==> src/core/tpw_pkg.sv <==
// shared constants and types of the pwm temperature output block
package tpw_pkg;
    // ==========================================================
    // clock and counter sizing
    localparam int CLK_MHZ = 100;
    localparam int CNT_W = 27;
    localparam int SETTLE_CYC = 3;
    // ==========================================================
    // times in their own units, and cycle counts derived from them
    localparam int TH_NOM_US = 40000;
    localparam int TH_NOM_CYC = TH_NOM_US * CLK_MHZ;
    localparam int PWRDN_US = 750000;
    localparam int PWRDN_CYC = PWRDN_US * CLK_MHZ;
    localparam int PULSE_MIN_NS = 20;
    localparam int PULSE_MIN_CYC = (PULSE_MIN_NS * CLK_MHZ + 999) / 1000;
    localparam int START_MAX_NS = 25000;
    localparam int START_MAX_CYC = (START_MAX_NS * CLK_MHZ) / 1000;
    localparam int START_US = 17;
    localparam int START_CYC = START_US * CLK_MHZ;
    // ==========================================================
    // rate scaling: quarter is a shift by two, double a shift by one
    localparam int QUARTER_SH = 2;
    localparam int DOUBLE_SH = 1;
    // ==========================================================
    // values after reset
    localparam logic RST_OUT_LEVEL = 1'b1;
    localparam logic RST_OUT_OE_N = 1'b0;
    // ==========================================================
    // three-level pin codes and the modes they select
    typedef enum logic [1:0] {
        TPW_LVL_LOW = 2'h0,
        TPW_LVL_FLOAT = 2'h1,
        TPW_LVL_HIGH = 2'h2
    } tpw_lvl_t;
    localparam tpw_lvl_t MODE_ONESHOT = TPW_LVL_LOW;
    localparam tpw_lvl_t MODE_CONT = TPW_LVL_FLOAT;
    localparam tpw_lvl_t MODE_CHAIN = TPW_LVL_HIGH;
    // ==========================================================
    // output sequencer states, gray along pwrup-idle-high-low-start-buffer
    typedef enum logic [2:0] {
        TPW_ST_PWRUP = 3'h0,
        TPW_ST_IDLE = 3'h1,
        TPW_ST_HIGH = 3'h3,
        TPW_ST_LOW = 3'h2,
        TPW_ST_START = 3'h6,
        TPW_ST_BUFFER = 3'h7
    } tpw_st_t;
endpackage

==> src/core/tpw_sync.sv <==
// two-flop synchroniser for asynchronous pin levels
`timescale 1ns/1ps
module tpw_sync #(
    parameter int W = 1
) (
    input wire logic mclk,
    input wire logic resetn,
    input wire logic [W-1:0] asyncIn,
    output logic [W-1:0] syncOut
);
    // ==========================================================
    // state
    typedef struct packed {
        logic [W-1:0] meta;
        logic [W-1:0] stable;
    } tpw_sync_t;

    tpw_sync_t r_q;
    tpw_sync_t r_d;

    // first stage feeds only the second stage
    always_comb begin
        r_d.meta = asyncIn;
        r_d.stable = r_q.meta;
    end

    always_ff @(posedge mclk or negedge resetn) begin
        if (!resetn) begin
            r_q <= '0;
        end else begin
            r_q <= r_d;
        end
    end

    assign syncOut = r_q.stable;
endmodule

==> src/core/tpw_fifo.sv <==
// conversion result fifo with registered ready and valid flags
`timescale 1ns/1ps
module tpw_fifo #(
    parameter int W = 24,
    parameter int DEPTH = 8
) (
    input wire logic mclk,
    input wire logic resetn,
    input wire logic wrValid,
    input wire logic [W-1:0] wrData,
    output logic wrReady,
    output logic rdValid,
    output logic [W-1:0] rdData,
    input wire logic rdReady
);
    localparam int AW = $clog2(DEPTH);

    // ==========================================================
    // state
    typedef struct packed {
        logic [DEPTH-1:0][W-1:0] mem;
        logic [AW-1:0] wp;
        logic [AW-1:0] rp;
        logic [AW:0] cnt;
        logic notFull;
        logic notEmpty;
    } tpw_fifo_t;

    tpw_fifo_t f_q;
    tpw_fifo_t f_d;
    logic push;
    logic pop;

    always_comb begin
        f_d = f_q;
        push = wrValid && f_q.notFull;
        pop = rdReady && f_q.notEmpty;
        if (push) begin
            f_d.mem[f_q.wp] = wrData;
            f_d.wp = (f_q.wp == AW'(DEPTH - 1)) ? '0 : f_q.wp + 1'b1;
        end
        if (pop) begin
            f_d.rp = (f_q.rp == AW'(DEPTH - 1)) ? '0 : f_q.rp + 1'b1;
        end
        f_d.cnt = f_q.cnt + (AW + 1)'(push) - (AW + 1)'(pop);
        // flags registered so both handshakes leave straight from flops
        f_d.notFull = (f_d.cnt != (AW + 1)'(DEPTH));
        f_d.notEmpty = (f_d.cnt != '0);
    end

    always_ff @(posedge mclk or negedge resetn) begin
        if (!resetn) begin
            f_q <= '0;
            f_q.notFull <= 1'b1;
        end else begin
            f_q <= f_d;
        end
    end

    assign wrReady = f_q.notFull;
    assign rdValid = f_q.notEmpty;
    assign rdData = f_q.mem[f_q.rp];
endmodule

==> src/core/tpw_core.sv <==
// pwm temperature output sequencer: continuous, one-shot and daisy-chain
`timescale 1ns/1ps
// Overview of operation
// - continuous mode emits periods back to back
// - rate input sampled once at power-up
// - one-shot request: low of at least 20 ns
// - one-shot emits exactly one period after release
// - series resistor switched in only in one-shot
// - rate level picks quarter, nominal or double high
// - latched rate applies to continuous and one-shot
// - chain mode: rate pin is chain input, nominal
// - after own period emit 17 us start pulse
// - after start pulse forward chain input unchanged
// - detect start pulse, append own period, pulse
// - input held high powers down, needs start
// - mode input sampled at power-up, three modes
// - high period fixed, low period carries temperature
module tpw_core
    import tpw_pkg::*;
#(
    parameter int DATA_W = 24,
    parameter int FIFO_DEPTH = 8,
    parameter int TH_NOM = TH_NOM_CYC,
    parameter int PWRDN = PWRDN_CYC
) (
    input wire logic mclk,
    input wire logic resetn,
    input wire logic modeSelectInput,
    input wire logic modeSelectFloat,
    input wire logic rateSelectChainInput,
    input wire logic rateSelectChainFloat,
    input wire logic outPinIn,
    output logic outPinOut,
    output logic outPinOeN,
    output logic seriesResOn,
    output logic lowPower,
    input wire logic convValid,
    input wire logic [DATA_W-1:0] convData,
    output logic convReady
);
    // ==========================================================
    // pin synchronisers
    logic [3:0] pinSync;
    logic modeS;
    logic modeFloatS;
    logic chainS;
    logic rateFloatS;
    logic outS;

    tpw_sync #(
        .W(4)
    ) u_pin_sync (
        .mclk(mclk),
        .resetn(resetn),
        .asyncIn({modeSelectInput, modeSelectFloat, rateSelectChainInput, rateSelectChainFloat}),
        .syncOut(pinSync)
    );

    tpw_sync #(
        .W(1)
    ) u_out_sync (
        .mclk(mclk),
        .resetn(resetn),
        .asyncIn(outPinIn),
        .syncOut(outS)
    );

    assign modeS = pinSync[3];
    assign modeFloatS = pinSync[2];
    assign chainS = pinSync[1];
    assign rateFloatS = pinSync[0];

    // ==========================================================
    // result fifo between modulator and sequencer
    logic rdValid;
    logic [DATA_W-1:0] rdData;
    logic take;

    tpw_fifo #(
        .W(DATA_W),
        .DEPTH(FIFO_DEPTH)
    ) u_fifo (
        .mclk(mclk),
        .resetn(resetn),
        .wrValid(convValid),
        .wrData(convData),
        .wrReady(convReady),
        .rdValid(rdValid),
        .rdData(rdData),
        .rdReady(take)
    );

    // ==========================================================
    // state
    typedef struct packed {
        tpw_st_t st;
        tpw_lvl_t mode;
        tpw_lvl_t rate;
        logic [CNT_W-1:0] cnt;
        logic [CNT_W-1:0] run;
        logic prevLvl;
        logic armed;
        logic [DATA_W-1:0] word;
        logic sleep;
        logic outData;
        logic outOeN;
        logic seriesRes;
    } tpw_core_t;

    tpw_core_t q;
    tpw_core_t d;

    function automatic tpw_lvl_t lvlOf(input logic lvl, input logic flt);
        tpw_lvl_t res;
        if (flt) begin
            res = TPW_LVL_FLOAT;
        end else if (lvl) begin
            res = TPW_LVL_HIGH;
        end else begin
            res = TPW_LVL_LOW;
        end
        return res;
    endfunction

    // ==========================================================
    // period targets
    logic lineS;
    logic [CNT_W-1:0] thTarget;
    logic [CNT_W-1:0] tlTarget;
    logic [CNT_W-1:0] tlRaw;
    tpw_lvl_t modeNow;

    assign lineS = (q.mode == MODE_CHAIN) ? chainS : outS;
    assign modeNow = lvlOf(modeS, modeFloatS);

    always_comb begin
        thTarget = CNT_W'(TH_NOM);
        tlRaw = CNT_W'(q.word);
        tlTarget = tlRaw;
        if (q.mode != MODE_CHAIN) begin
            unique case (q.rate)
                TPW_LVL_LOW: begin
                    thTarget = CNT_W'(TH_NOM) >> QUARTER_SH;
                    tlTarget = tlRaw >> QUARTER_SH;
                end
                TPW_LVL_HIGH: begin
                    thTarget = CNT_W'(TH_NOM) << DOUBLE_SH;
                    tlTarget = tlRaw >> QUARTER_SH;
                end
                default: begin
                    thTarget = CNT_W'(TH_NOM);
                    tlTarget = tlRaw;
                end
            endcase
        end
        // a zero low target would hold the low phase for the whole counter range
        if (tlTarget == '0) begin
            tlTarget = CNT_W'(1);
        end
    end

    // ==========================================================
    // sequencer
    always_comb begin
        d = q;
        take = 1'b0;
        d.cnt = q.cnt + 1'b1;
        // length of the current level on the sensed line
        if (lineS == q.prevLvl) begin
            if (q.run != '1) begin
                d.run = q.run + 1'b1;
            end
        end else begin
            d.run = CNT_W'(1);
        end
        d.prevLvl = lineS;
        unique case (q.st)
            TPW_ST_PWRUP: begin
                if (q.cnt == CNT_W'(SETTLE_CYC)) begin
                    d.mode = modeNow;
                    d.rate = lvlOf(chainS, rateFloatS);
                    d.seriesRes = (modeNow == MODE_ONESHOT);
                    d.cnt = '0;
                    d.armed = 1'b0;
                    if (modeNow == MODE_CONT) begin
                        d.st = TPW_ST_HIGH;
                        take = 1'b1;
                    end else begin
                        d.st = TPW_ST_IDLE;
                    end
                end
            end
            TPW_ST_IDLE: begin
                // our own low edge must not read back as a request
                d.armed = q.armed | lineS;
                if (q.mode == MODE_ONESHOT) begin
                    if (q.armed && lineS && !q.prevLvl && q.run >= CNT_W'(PULSE_MIN_CYC)) begin
                        d.st = TPW_ST_HIGH;
                        d.cnt = '0;
                        take = 1'b1;
                    end
                end else if (q.armed && !lineS && q.prevLvl && q.run >= CNT_W'(PULSE_MIN_CYC)
                             && q.run <= CNT_W'(START_MAX_CYC)) begin
                    d.st = TPW_ST_HIGH;
                    d.cnt = '0;
                    d.sleep = 1'b0;
                    take = 1'b1;
                end else if (lineS && q.prevLvl && q.run == CNT_W'(PWRDN)) begin
                    d.sleep = 1'b1;
                end
            end
            TPW_ST_HIGH: begin
                if (q.cnt == thTarget - 1'b1) begin
                    d.st = TPW_ST_LOW;
                    d.cnt = '0;
                end
            end
            TPW_ST_LOW: begin
                if (q.cnt == tlTarget - 1'b1) begin
                    d.cnt = '0;
                    d.armed = 1'b0;
                    unique case (q.mode)
                        MODE_CONT: begin
                            d.st = TPW_ST_HIGH;
                            take = 1'b1;
                        end
                        MODE_ONESHOT: begin
                            d.st = TPW_ST_IDLE;
                        end
                        default: begin
                            d.st = TPW_ST_START;
                        end
                    endcase
                end
            end
            TPW_ST_START: begin
                if (q.cnt == CNT_W'(START_CYC - 1)) begin
                    d.st = TPW_ST_BUFFER;
                    d.cnt = '0;
                end
            end
            TPW_ST_BUFFER: begin
                // a spent part waits for power-down before it re-arms
                if (lineS && q.prevLvl && q.run == CNT_W'(PWRDN)) begin
                    d.st = TPW_ST_IDLE;
                    d.sleep = 1'b1;
                    d.armed = 1'b1;
                end
            end
            default: begin
                d.st = TPW_ST_PWRUP;
                d.cnt = '0;
            end
        endcase
        // stale words are reused when the modulator lags
        if (take && rdValid) begin
            d.word = rdData;
        end
        // pin level follows the next state so it lines up with it
        if (d.st == TPW_ST_LOW) begin
            d.outData = 1'b0;
        end else if ((d.st == TPW_ST_IDLE || d.st == TPW_ST_BUFFER) && d.mode == MODE_CHAIN) begin
            d.outData = chainS;
        end else begin
            d.outData = 1'b1;
        end
        d.outOeN = RST_OUT_OE_N;
    end

    always_ff @(posedge mclk or negedge resetn) begin
        if (!resetn) begin
            q <= '0;
            q.st <= TPW_ST_PWRUP;
            q.mode <= MODE_CONT;
            q.rate <= TPW_LVL_FLOAT;
            q.prevLvl <= 1'b1;
            q.outData <= RST_OUT_LEVEL;
            q.outOeN <= RST_OUT_OE_N;
        end else begin
            q <= d;
        end
    end

    assign outPinOut = q.outData;
    assign outPinOeN = q.outOeN;
    assign seriesResOn = q.seriesRes;
    assign lowPower = q.sleep;

    // ==========================================================
    // assertions
    a_cont_unbroken: assert property (@(posedge mclk) disable iff (!resetn)
        (q.mode == MODE_CONT && q.st != TPW_ST_PWRUP) |-> (q.st == TPW_ST_HIGH || q.st == TPW_ST_LOW))
        else $error("continuous mode left the period train");

    a_rate_held: assert property (@(posedge mclk) disable iff (!resetn)
        (q.st != TPW_ST_PWRUP) |=> $stable(q.rate))
        else $error("rate code changed after power-up");

    a_mode_held: assert property (@(posedge mclk) disable iff (!resetn)
        (q.st != TPW_ST_PWRUP) |=> ($stable(q.mode) && q.st != TPW_ST_PWRUP))
        else $error("mode code changed after power-up");

    a_req_filter: assert property (@(posedge mclk) disable iff (!resetn)
        (q.mode == MODE_ONESHOT && q.st == TPW_ST_IDLE && d.st == TPW_ST_HIGH)
        |-> ($past(outS) == 1'b0 && q.run >= CNT_W'(PULSE_MIN_CYC)))
        else $error("one-shot started without a long enough low");

    a_oneshot_once: assert property (@(posedge mclk) disable iff (!resetn)
        (q.mode == MODE_ONESHOT && q.st == TPW_ST_LOW && d.st != TPW_ST_LOW)
        |=> (q.st == TPW_ST_IDLE && outPinOut) [*2])
        else $error("one-shot emitted more than one period");

    a_series_res: assert property (@(posedge mclk) disable iff (!resetn)
        (q.st != TPW_ST_PWRUP) |-> (seriesResOn == (q.mode == MODE_ONESHOT)))
        else $error("series resistor state wrong for mode");

    a_high_fixed: assert property (@(posedge mclk) disable iff (!resetn)
        (q.st == TPW_ST_HIGH && d.st == TPW_ST_LOW)
        |-> (q.cnt == ((q.mode == MODE_CHAIN || q.rate == TPW_LVL_FLOAT) ? CNT_W'(TH_NOM - 1) :
             (q.rate == TPW_LVL_LOW) ? CNT_W'(TH_NOM / 4 - 1) : CNT_W'(TH_NOM * 2 - 1))))
        else $error("high period length wrong for rate");

    a_start_width: assert property (@(posedge mclk) disable iff (!resetn)
        (q.st == TPW_ST_START && d.st != TPW_ST_START) |-> (q.cnt == CNT_W'(START_CYC - 1) && outPinOut))
        else $error("chain start pulse width wrong");

    a_chain_pass: assert property (@(posedge mclk) disable iff (!resetn)
        (q.mode == MODE_CHAIN && q.st == TPW_ST_BUFFER && d.st == TPW_ST_BUFFER) |=> (outPinOut == $past(chainS)))
        else $error("chain input not forwarded");

    a_chain_detect: assert property (@(posedge mclk) disable iff (!resetn)
        (q.mode == MODE_CHAIN && q.st == TPW_ST_IDLE && d.st == TPW_ST_HIGH)
        |-> (q.run <= CNT_W'(START_MAX_CYC) && q.run >= CNT_W'(PULSE_MIN_CYC) && !chainS))
        else $error("conversion started without a valid start pulse");

    a_power_down: assert property (@(posedge mclk) disable iff (!resetn)
        (q.mode == MODE_CHAIN && q.st != TPW_ST_HIGH && q.st != TPW_ST_LOW && q.st != TPW_ST_START
         && q.prevLvl && chainS && q.run == CNT_W'(PWRDN)) |=> lowPower)
        else $error("held-high chain input did not power down");
endmodule

==> config.mk <==
export PLATFORM = sky130hd
export DESIGN_NAME = tpw_core
export DESIGN_NICKNAME = d
export VERILOG_FILES = /design/src/core/tpw_pkg.sv /design/src/core/tpw_sync.sv /design/src/core/tpw_fifo.sv /design/src/core/tpw_core.sv
export SDC_FILE = /design/constraint.sdc
export NUM_CORES = 1
export LEC_CHECK = 0
export BUFFER_PORTS_ARGS = -buffer_cell sky130_fd_sc_hd__buf_2
export CAP_MARGIN = 0
export CORE_UTILIZATION = 35
export DETAILED_ROUTE_END_ITERATION = 7
export PLACE_DENSITY = 0.52
export RECOVER_POWER = 50
export SLEW_MARGIN = 20
export SYNTH_ARGS = -nofsm -noshare
export SYNTH_HDL_FRONTEND = slang
export SYNTH_HIERARCHICAL = 1
export SYNTH_SLANG_ARGS = --single-unit
==> constraint.sdc <==
create_clock -name mclk -period 9.32 [get_ports mclk]
set_input_delay 1.864 -clock mclk [delete_from_list [all_inputs] [get_ports mclk]]
set_output_delay 1.864 -clock mclk [all_outputs]
set_load 0.02 [all_outputs]
# After elaboration in Yosys (flattened, before gate mapping)
# Cells that the tools add are included.
# op_classes
mul	0
eq_ne	29
bitwise_logic	1
reduce_logical	28
n_shift	0
addsub	8
div	0
muxes	56
order_cmp	5
# op_table
operator	n
$mux W27	9
$bwmux W192	1
$pmux W27 S6	1
$mux W24	4
$bmux W24 S3	1
$demux W24 S3	1
$add A27 B1 Y27 const B	2
$eq A27 B27 Y1	2
$sub A27 B1 Y27 const B	2
$pmux W23 S2	1
$mux W34	1
$eq A27 B11 Y1 const B	1
$eq A27 B2 Y1 const B	1
$eq A27 B27 Y1 const B	1
$ge A27 B2 Y1 const B	1
$le A27 B12 Y1 const B	1
$logic_not A27 Y1	1
$mux W3	9
$ne A27 B27 Y1 const B	1
$mux W23	1
$pmux W3 S6	1
$mux W1	16
$eq A3 B3 Y1 const B	5
$logic_and A1 B1 Y1	13
29 further kinds	50
# totals
ramBits	0
word_cells	155
out_inout_bits	5
n_memories	0
register_bits	304
mem_bits_ro	0
in_bits	32
latchBits	0

# Longest topological paths before layout
# logic_depth
depth_word	15
depth_mapped	26

# Hierarchy
# Netlist, hierarchy kept.
# modules_own_cells
module	area_per_inst_um2	cells_each	instances
tpw_fifo	9250.1	551	1
tpw_core	6765.2	796	1
tpw_sync (u_pin_sync)	200.2	8	1
tpw_sync (u_out_sync)	50.0	2	1

# Worst setup path before layout
# No wires, ideal clock.
# synth_path
path_kind	flip-flop to flip-flop
start	register q[16] in the netlist's numbering
end	register u_fifo.f_q (netlist bit u_fifo/rdValid)
arrival_time_ps	4708
path_stages_with_launch	25
path_buffers	1
required_ps	9201
slack_ps	4493
setup_time_ps	119
path_cell_list	dfrtp_1 > buf_6 > nor4_2 > nand4_1 > a2111o_1 > o21a_1 > ha_1 > xnor2_1 > a211oi_1 > o211ai_1 > a21oi_1 > and4bb_1 > nand4_1 > nor4_4 > a21o_2 > nand2_1 > inv_1 > ha_1 > inv_1 > ha_1 > inv_1 > fa_1 > inv_1 > nor3_1 > a21bo_2
# synth_lines
element	line_no	source
start: declaration	tpw_core.sv:110	tpw_core_t q;
end: declaration	tpw_fifo.sv:29	tpw_fifo_t f_q;

==> qor.yml <==
status: "finished, violations left"
port_buffers: 35
synth_cells: 1357
synth-seq-area-share: 0.468
ys_types: 84
htreeDepth: 2
drt-initial-drc-count: 657
holdCritStartpoint: "u_pin_sync/r_d[0]$_DFF_PN0_"
r2r_start: "q[84]$_DFFE_PN1P_"
yosys.area_share.simple: 0.132
syn_area_mm2: 0.0163
grt_pass1_vias: 10700
drive_gt1_frac: 0.296
period_share: 0.638
ys.flop_type: "dfrtp_1"
dr.pass1.iters: 4
fin_skew_ns: 0.0367
core.rowCount: 78
ys_warn_count: 6
min_path_type: "register to register"
fin_util: 0.397
slew_violations: 278
crit_required_ns: 9.78
antenna_found_initial: 1
power_mw: 6.23
endpoint_kind: "register"
drt_wl_total_mm: 39.9
finalHoldViolations: 0
synth.mux.area_fraction: 0.257
ant_nets: 0
area_growth_pct: 11.3
cts_hold_buf: 0
cts_setup_buffers: 0
setup_viol: 0
powerDensity_mw_per_mm2: 344
peakVddDrop_v: 0.000189
crit_top_cell: "inv_1"
critPathLaunch: "q[84]$_DFFE_PN1P_"
ys_seq_elements: 304
period_needed_ns: 5.95
leakage_nw: 7.59
slew_headroom: -1.37
die-height_um: 218
pre_cts_slack_ns: 3.36
cts_resized: 0
grt_pass1_wl_mm: 63.3
drc: 0
vias: 10600
via_per_inst: 5.32
cap_violations: 7
pin_count: 37
max_freq_mhz: 168
fillCellCount: 4345
clockBufferDepth: 3
synth_compound_area_frac: 0.0593
grt_overflow: 0
synth_fa_ha_area_frac: 0.0135
cts_sinks: 304
start_kind: "register"
synth_nets: 1406
path_cells: "clkinv_1 -> buf_4 -> nand2_2 -> a2111o_1 -> o21a_1 -> ha_1 -> nand3_1 -> a21oi_1 -> a41oi_1 -> nor4_1 -> nand4_1 -> nor4_4 -> a21o_2 -> nand2_1 -> inv_1 -> ha_1 -> inv_1 -> ha_1 -> inv_1 -> fa_1 -> inv_1 -> nor3_1 -> a21bo_2"
hold_ws_ns: 0.351
violations: "max-capacitance violations, max-slew violations"
chipWidth_um: 218
globalplace.congestion: 0.900
core_mm2: 0.0456
crit_buf_inv: 6
critPathSlowestCell: "dfstp_2"
dpl.hpwl_mm: 25.8
grt_max_degree: 143
tritoncts: "done"
clkSlewWorstSetupHoldPaths_ns: 0.07
synth_edf_count: 0
layout_setup_ws_ns: 3.37
avgRoutedWirePerCell_um: 20.1
arrival_ns: 6.41
setup_tns_ns: 0
path_class: "register to register"
cts_root_buf: "clkbuf_16"
die_area_mm2: 0.0473
rsz0062_at_grt: "no"
cts_buffers: 36
tightestPinTransition_ns: 3.55
synth_top_family_by_area: "multiplexers"
clock_latency_ns: 0.57
async_flop_share: 1.00
crit_fanout: 28
track_usage: 0.173
syn_avg_cell_area_um2: 12.0
path_delay_family: "simple AND/OR/NAND/NOR gates"
layout.nets: 1405
max_stage_delay_ns: 0.90
initial_core_util: 0.357
synth_xor_area_frac: 0.0359
-- stage by stage --
step / cell area [um^2] / cells
after global routing: 18100 / 1982
after floorplan: 16300 / 1357
after CTS: 18200 / 1982
after global placement: 16900 / 1918
after detailed placement: 16900 / 1918
final: 18100 / 1983
-- cells in the final DEF (no fill, tap or decap), types with 13 or more instances in the layout --
cell | Yosys | routed
xor2_1 | 36 | 36
mux2_1 | 25 | 26
inv_1 | 22 | 22
o21ai_0 | 26 | 26
nor4_1 | 24 | 24
buf_2 | 32 | 33
a21oi_1 | 33 | 33
nand4_1 | 18 | 18
mux2_2 | 183 | 182
xnor2_1 | 28 | 28
nand2_1 | 59 | 60
nand3_1 | 39 | 40
clkbuf_1 | 39 | 14
o22ai_1 | 13 | 13
mux2_4 | 40 | 40
o211ai_1 | 14 | 14
dfrtp_1 | 299 | 296
and3_1 | 14 | 14
clkbuf_16 | 0 | 36
nor2b_1 | 44 | 44
nor3_1 | 32 | 33
mux4_2 | 49 | 49
nor2_1 | 101 | 99
mux2i_1 | 13 | 13
ha_1 | 16 | 16
-- metal layers --
metal	routed length, um	track usage
met1	19400	0.251
met2	18500	0.266
met3	1400	0.0265
met4	641	0.0484
met5	0	0
-- sequential cells by signal (all words and copies together) (netlist names) --
register,cells
u_pin_sync/r_d,4
lowPower,1
u_pin_sync/syncOut,4
u_out_sync/r_d,1
u_fifo/f_q,202
outPinOut,1
q,87
u_fifo/rdValid,1
u_fifo/wrReady,1
seriesResOn,1
u_out_sync/syncOut,1
-- Yosys cell counts (14+ instances only) --
cell      number  area (um^2)
nand2_1       59          221
a21oi_1       33          165
xnor2_1       28          245
nor4_1        24          150
xor2_1        36          315
clkbuf_1      39          146
nand4_1       18          113
inv_1         22         82.6
nor2_1       101          379
mux2_2       183         2060
and3_1        14         87.6
mux2_4        40          601
nand3_1       39          195
nor2b_1       44          275
o211ai_1      14          105
nor3_1        32          160
o21ai_0       26          130
ha_1          16          200
mux4_2        49         1100
buf_2         32          160
dfrtp_1      299         7480
mux2_1        25          282
-- report_power, final --
part	internal (mW)	switching, mW
Combinational	1.31	1.12
Sequential	1.85	0.435
Clock	0.914	0.593
-- worst register-to-register path: stages (launching register included) --
cell,delay (ns)
dfstp_2,0.90
clkinv_1,0.15
buf_4,0.26
nand2_2,0.37
a2111o_1,0.29
o21a_1,0.14
ha_1,0.28
nand3_1,0.16
a21oi_1,0.34
a41oi_1,0.23
nor4_1,0.31
nand4_1,0.28
nor4_4,0.30
a21o_2,0.18
nand2_1,0.12
inv_1,0.09
ha_1,0.22
inv_1,0.05
ha_1,0.14
inv_1,0.05
fa_1,0.48
inv_1,0.05
nor3_1,0.21
a21bo_2,0.25
-- worst paths after layout --
path / end / slack (ns) / cells after the start
min: u_pin_sync/syncOut[0]$_DFF_PN0_ / 0.35 / 0
max reg2reg: u_fifo/rdValid$_DFF_PN0_ / 3.37 / 23
max in group asynchronous: u_fifo/f_q[97]$_DFFE_PN0P_ / 4.16 / 2
max: u_fifo/rdValid$_DFF_PN0_ / 3.37 / 23
min in group asynchronous: q[62]$_DFF_PN0_ / 1.29 / 1
min reg2reg: u_pin_sync/syncOut[0]$_DFF_PN0_ / 0.35 / 0
-- kinds of logic (layout without fill, tap and decap cells) --
kind of cell / after synthesis / after routing
muxes: 310 / 310
and+or+nand+nor: 402 / 402
AOI/OAI and AO/OA: 144 / 144
DFF: 304 / 304
other: 1 / 2
buffers and inverters: 114 / 139
xor gates and xnor gates: 65 / 65
adders and majority gates: 17 / 17
-- cell type report --
class / count / area [um^2] / area share
Antenna cell: 1 / 2.50 / 0.000138
Clock buffer: 46 / 968 / 0.0535
Clock inverter: 18 / 300 / 0.0166
Inverter: 24 / 90.1 / 0.00497
Multi-Input combinational cell: 939 / 8100 / 0.447
Sequential cell: 304 / 7620 / 0.421
Tap cell: 600 / 751 / 0.0415
Timing Repair Buffer: 51 / 279 / 0.0154
(Power assumes the default switching activity.)
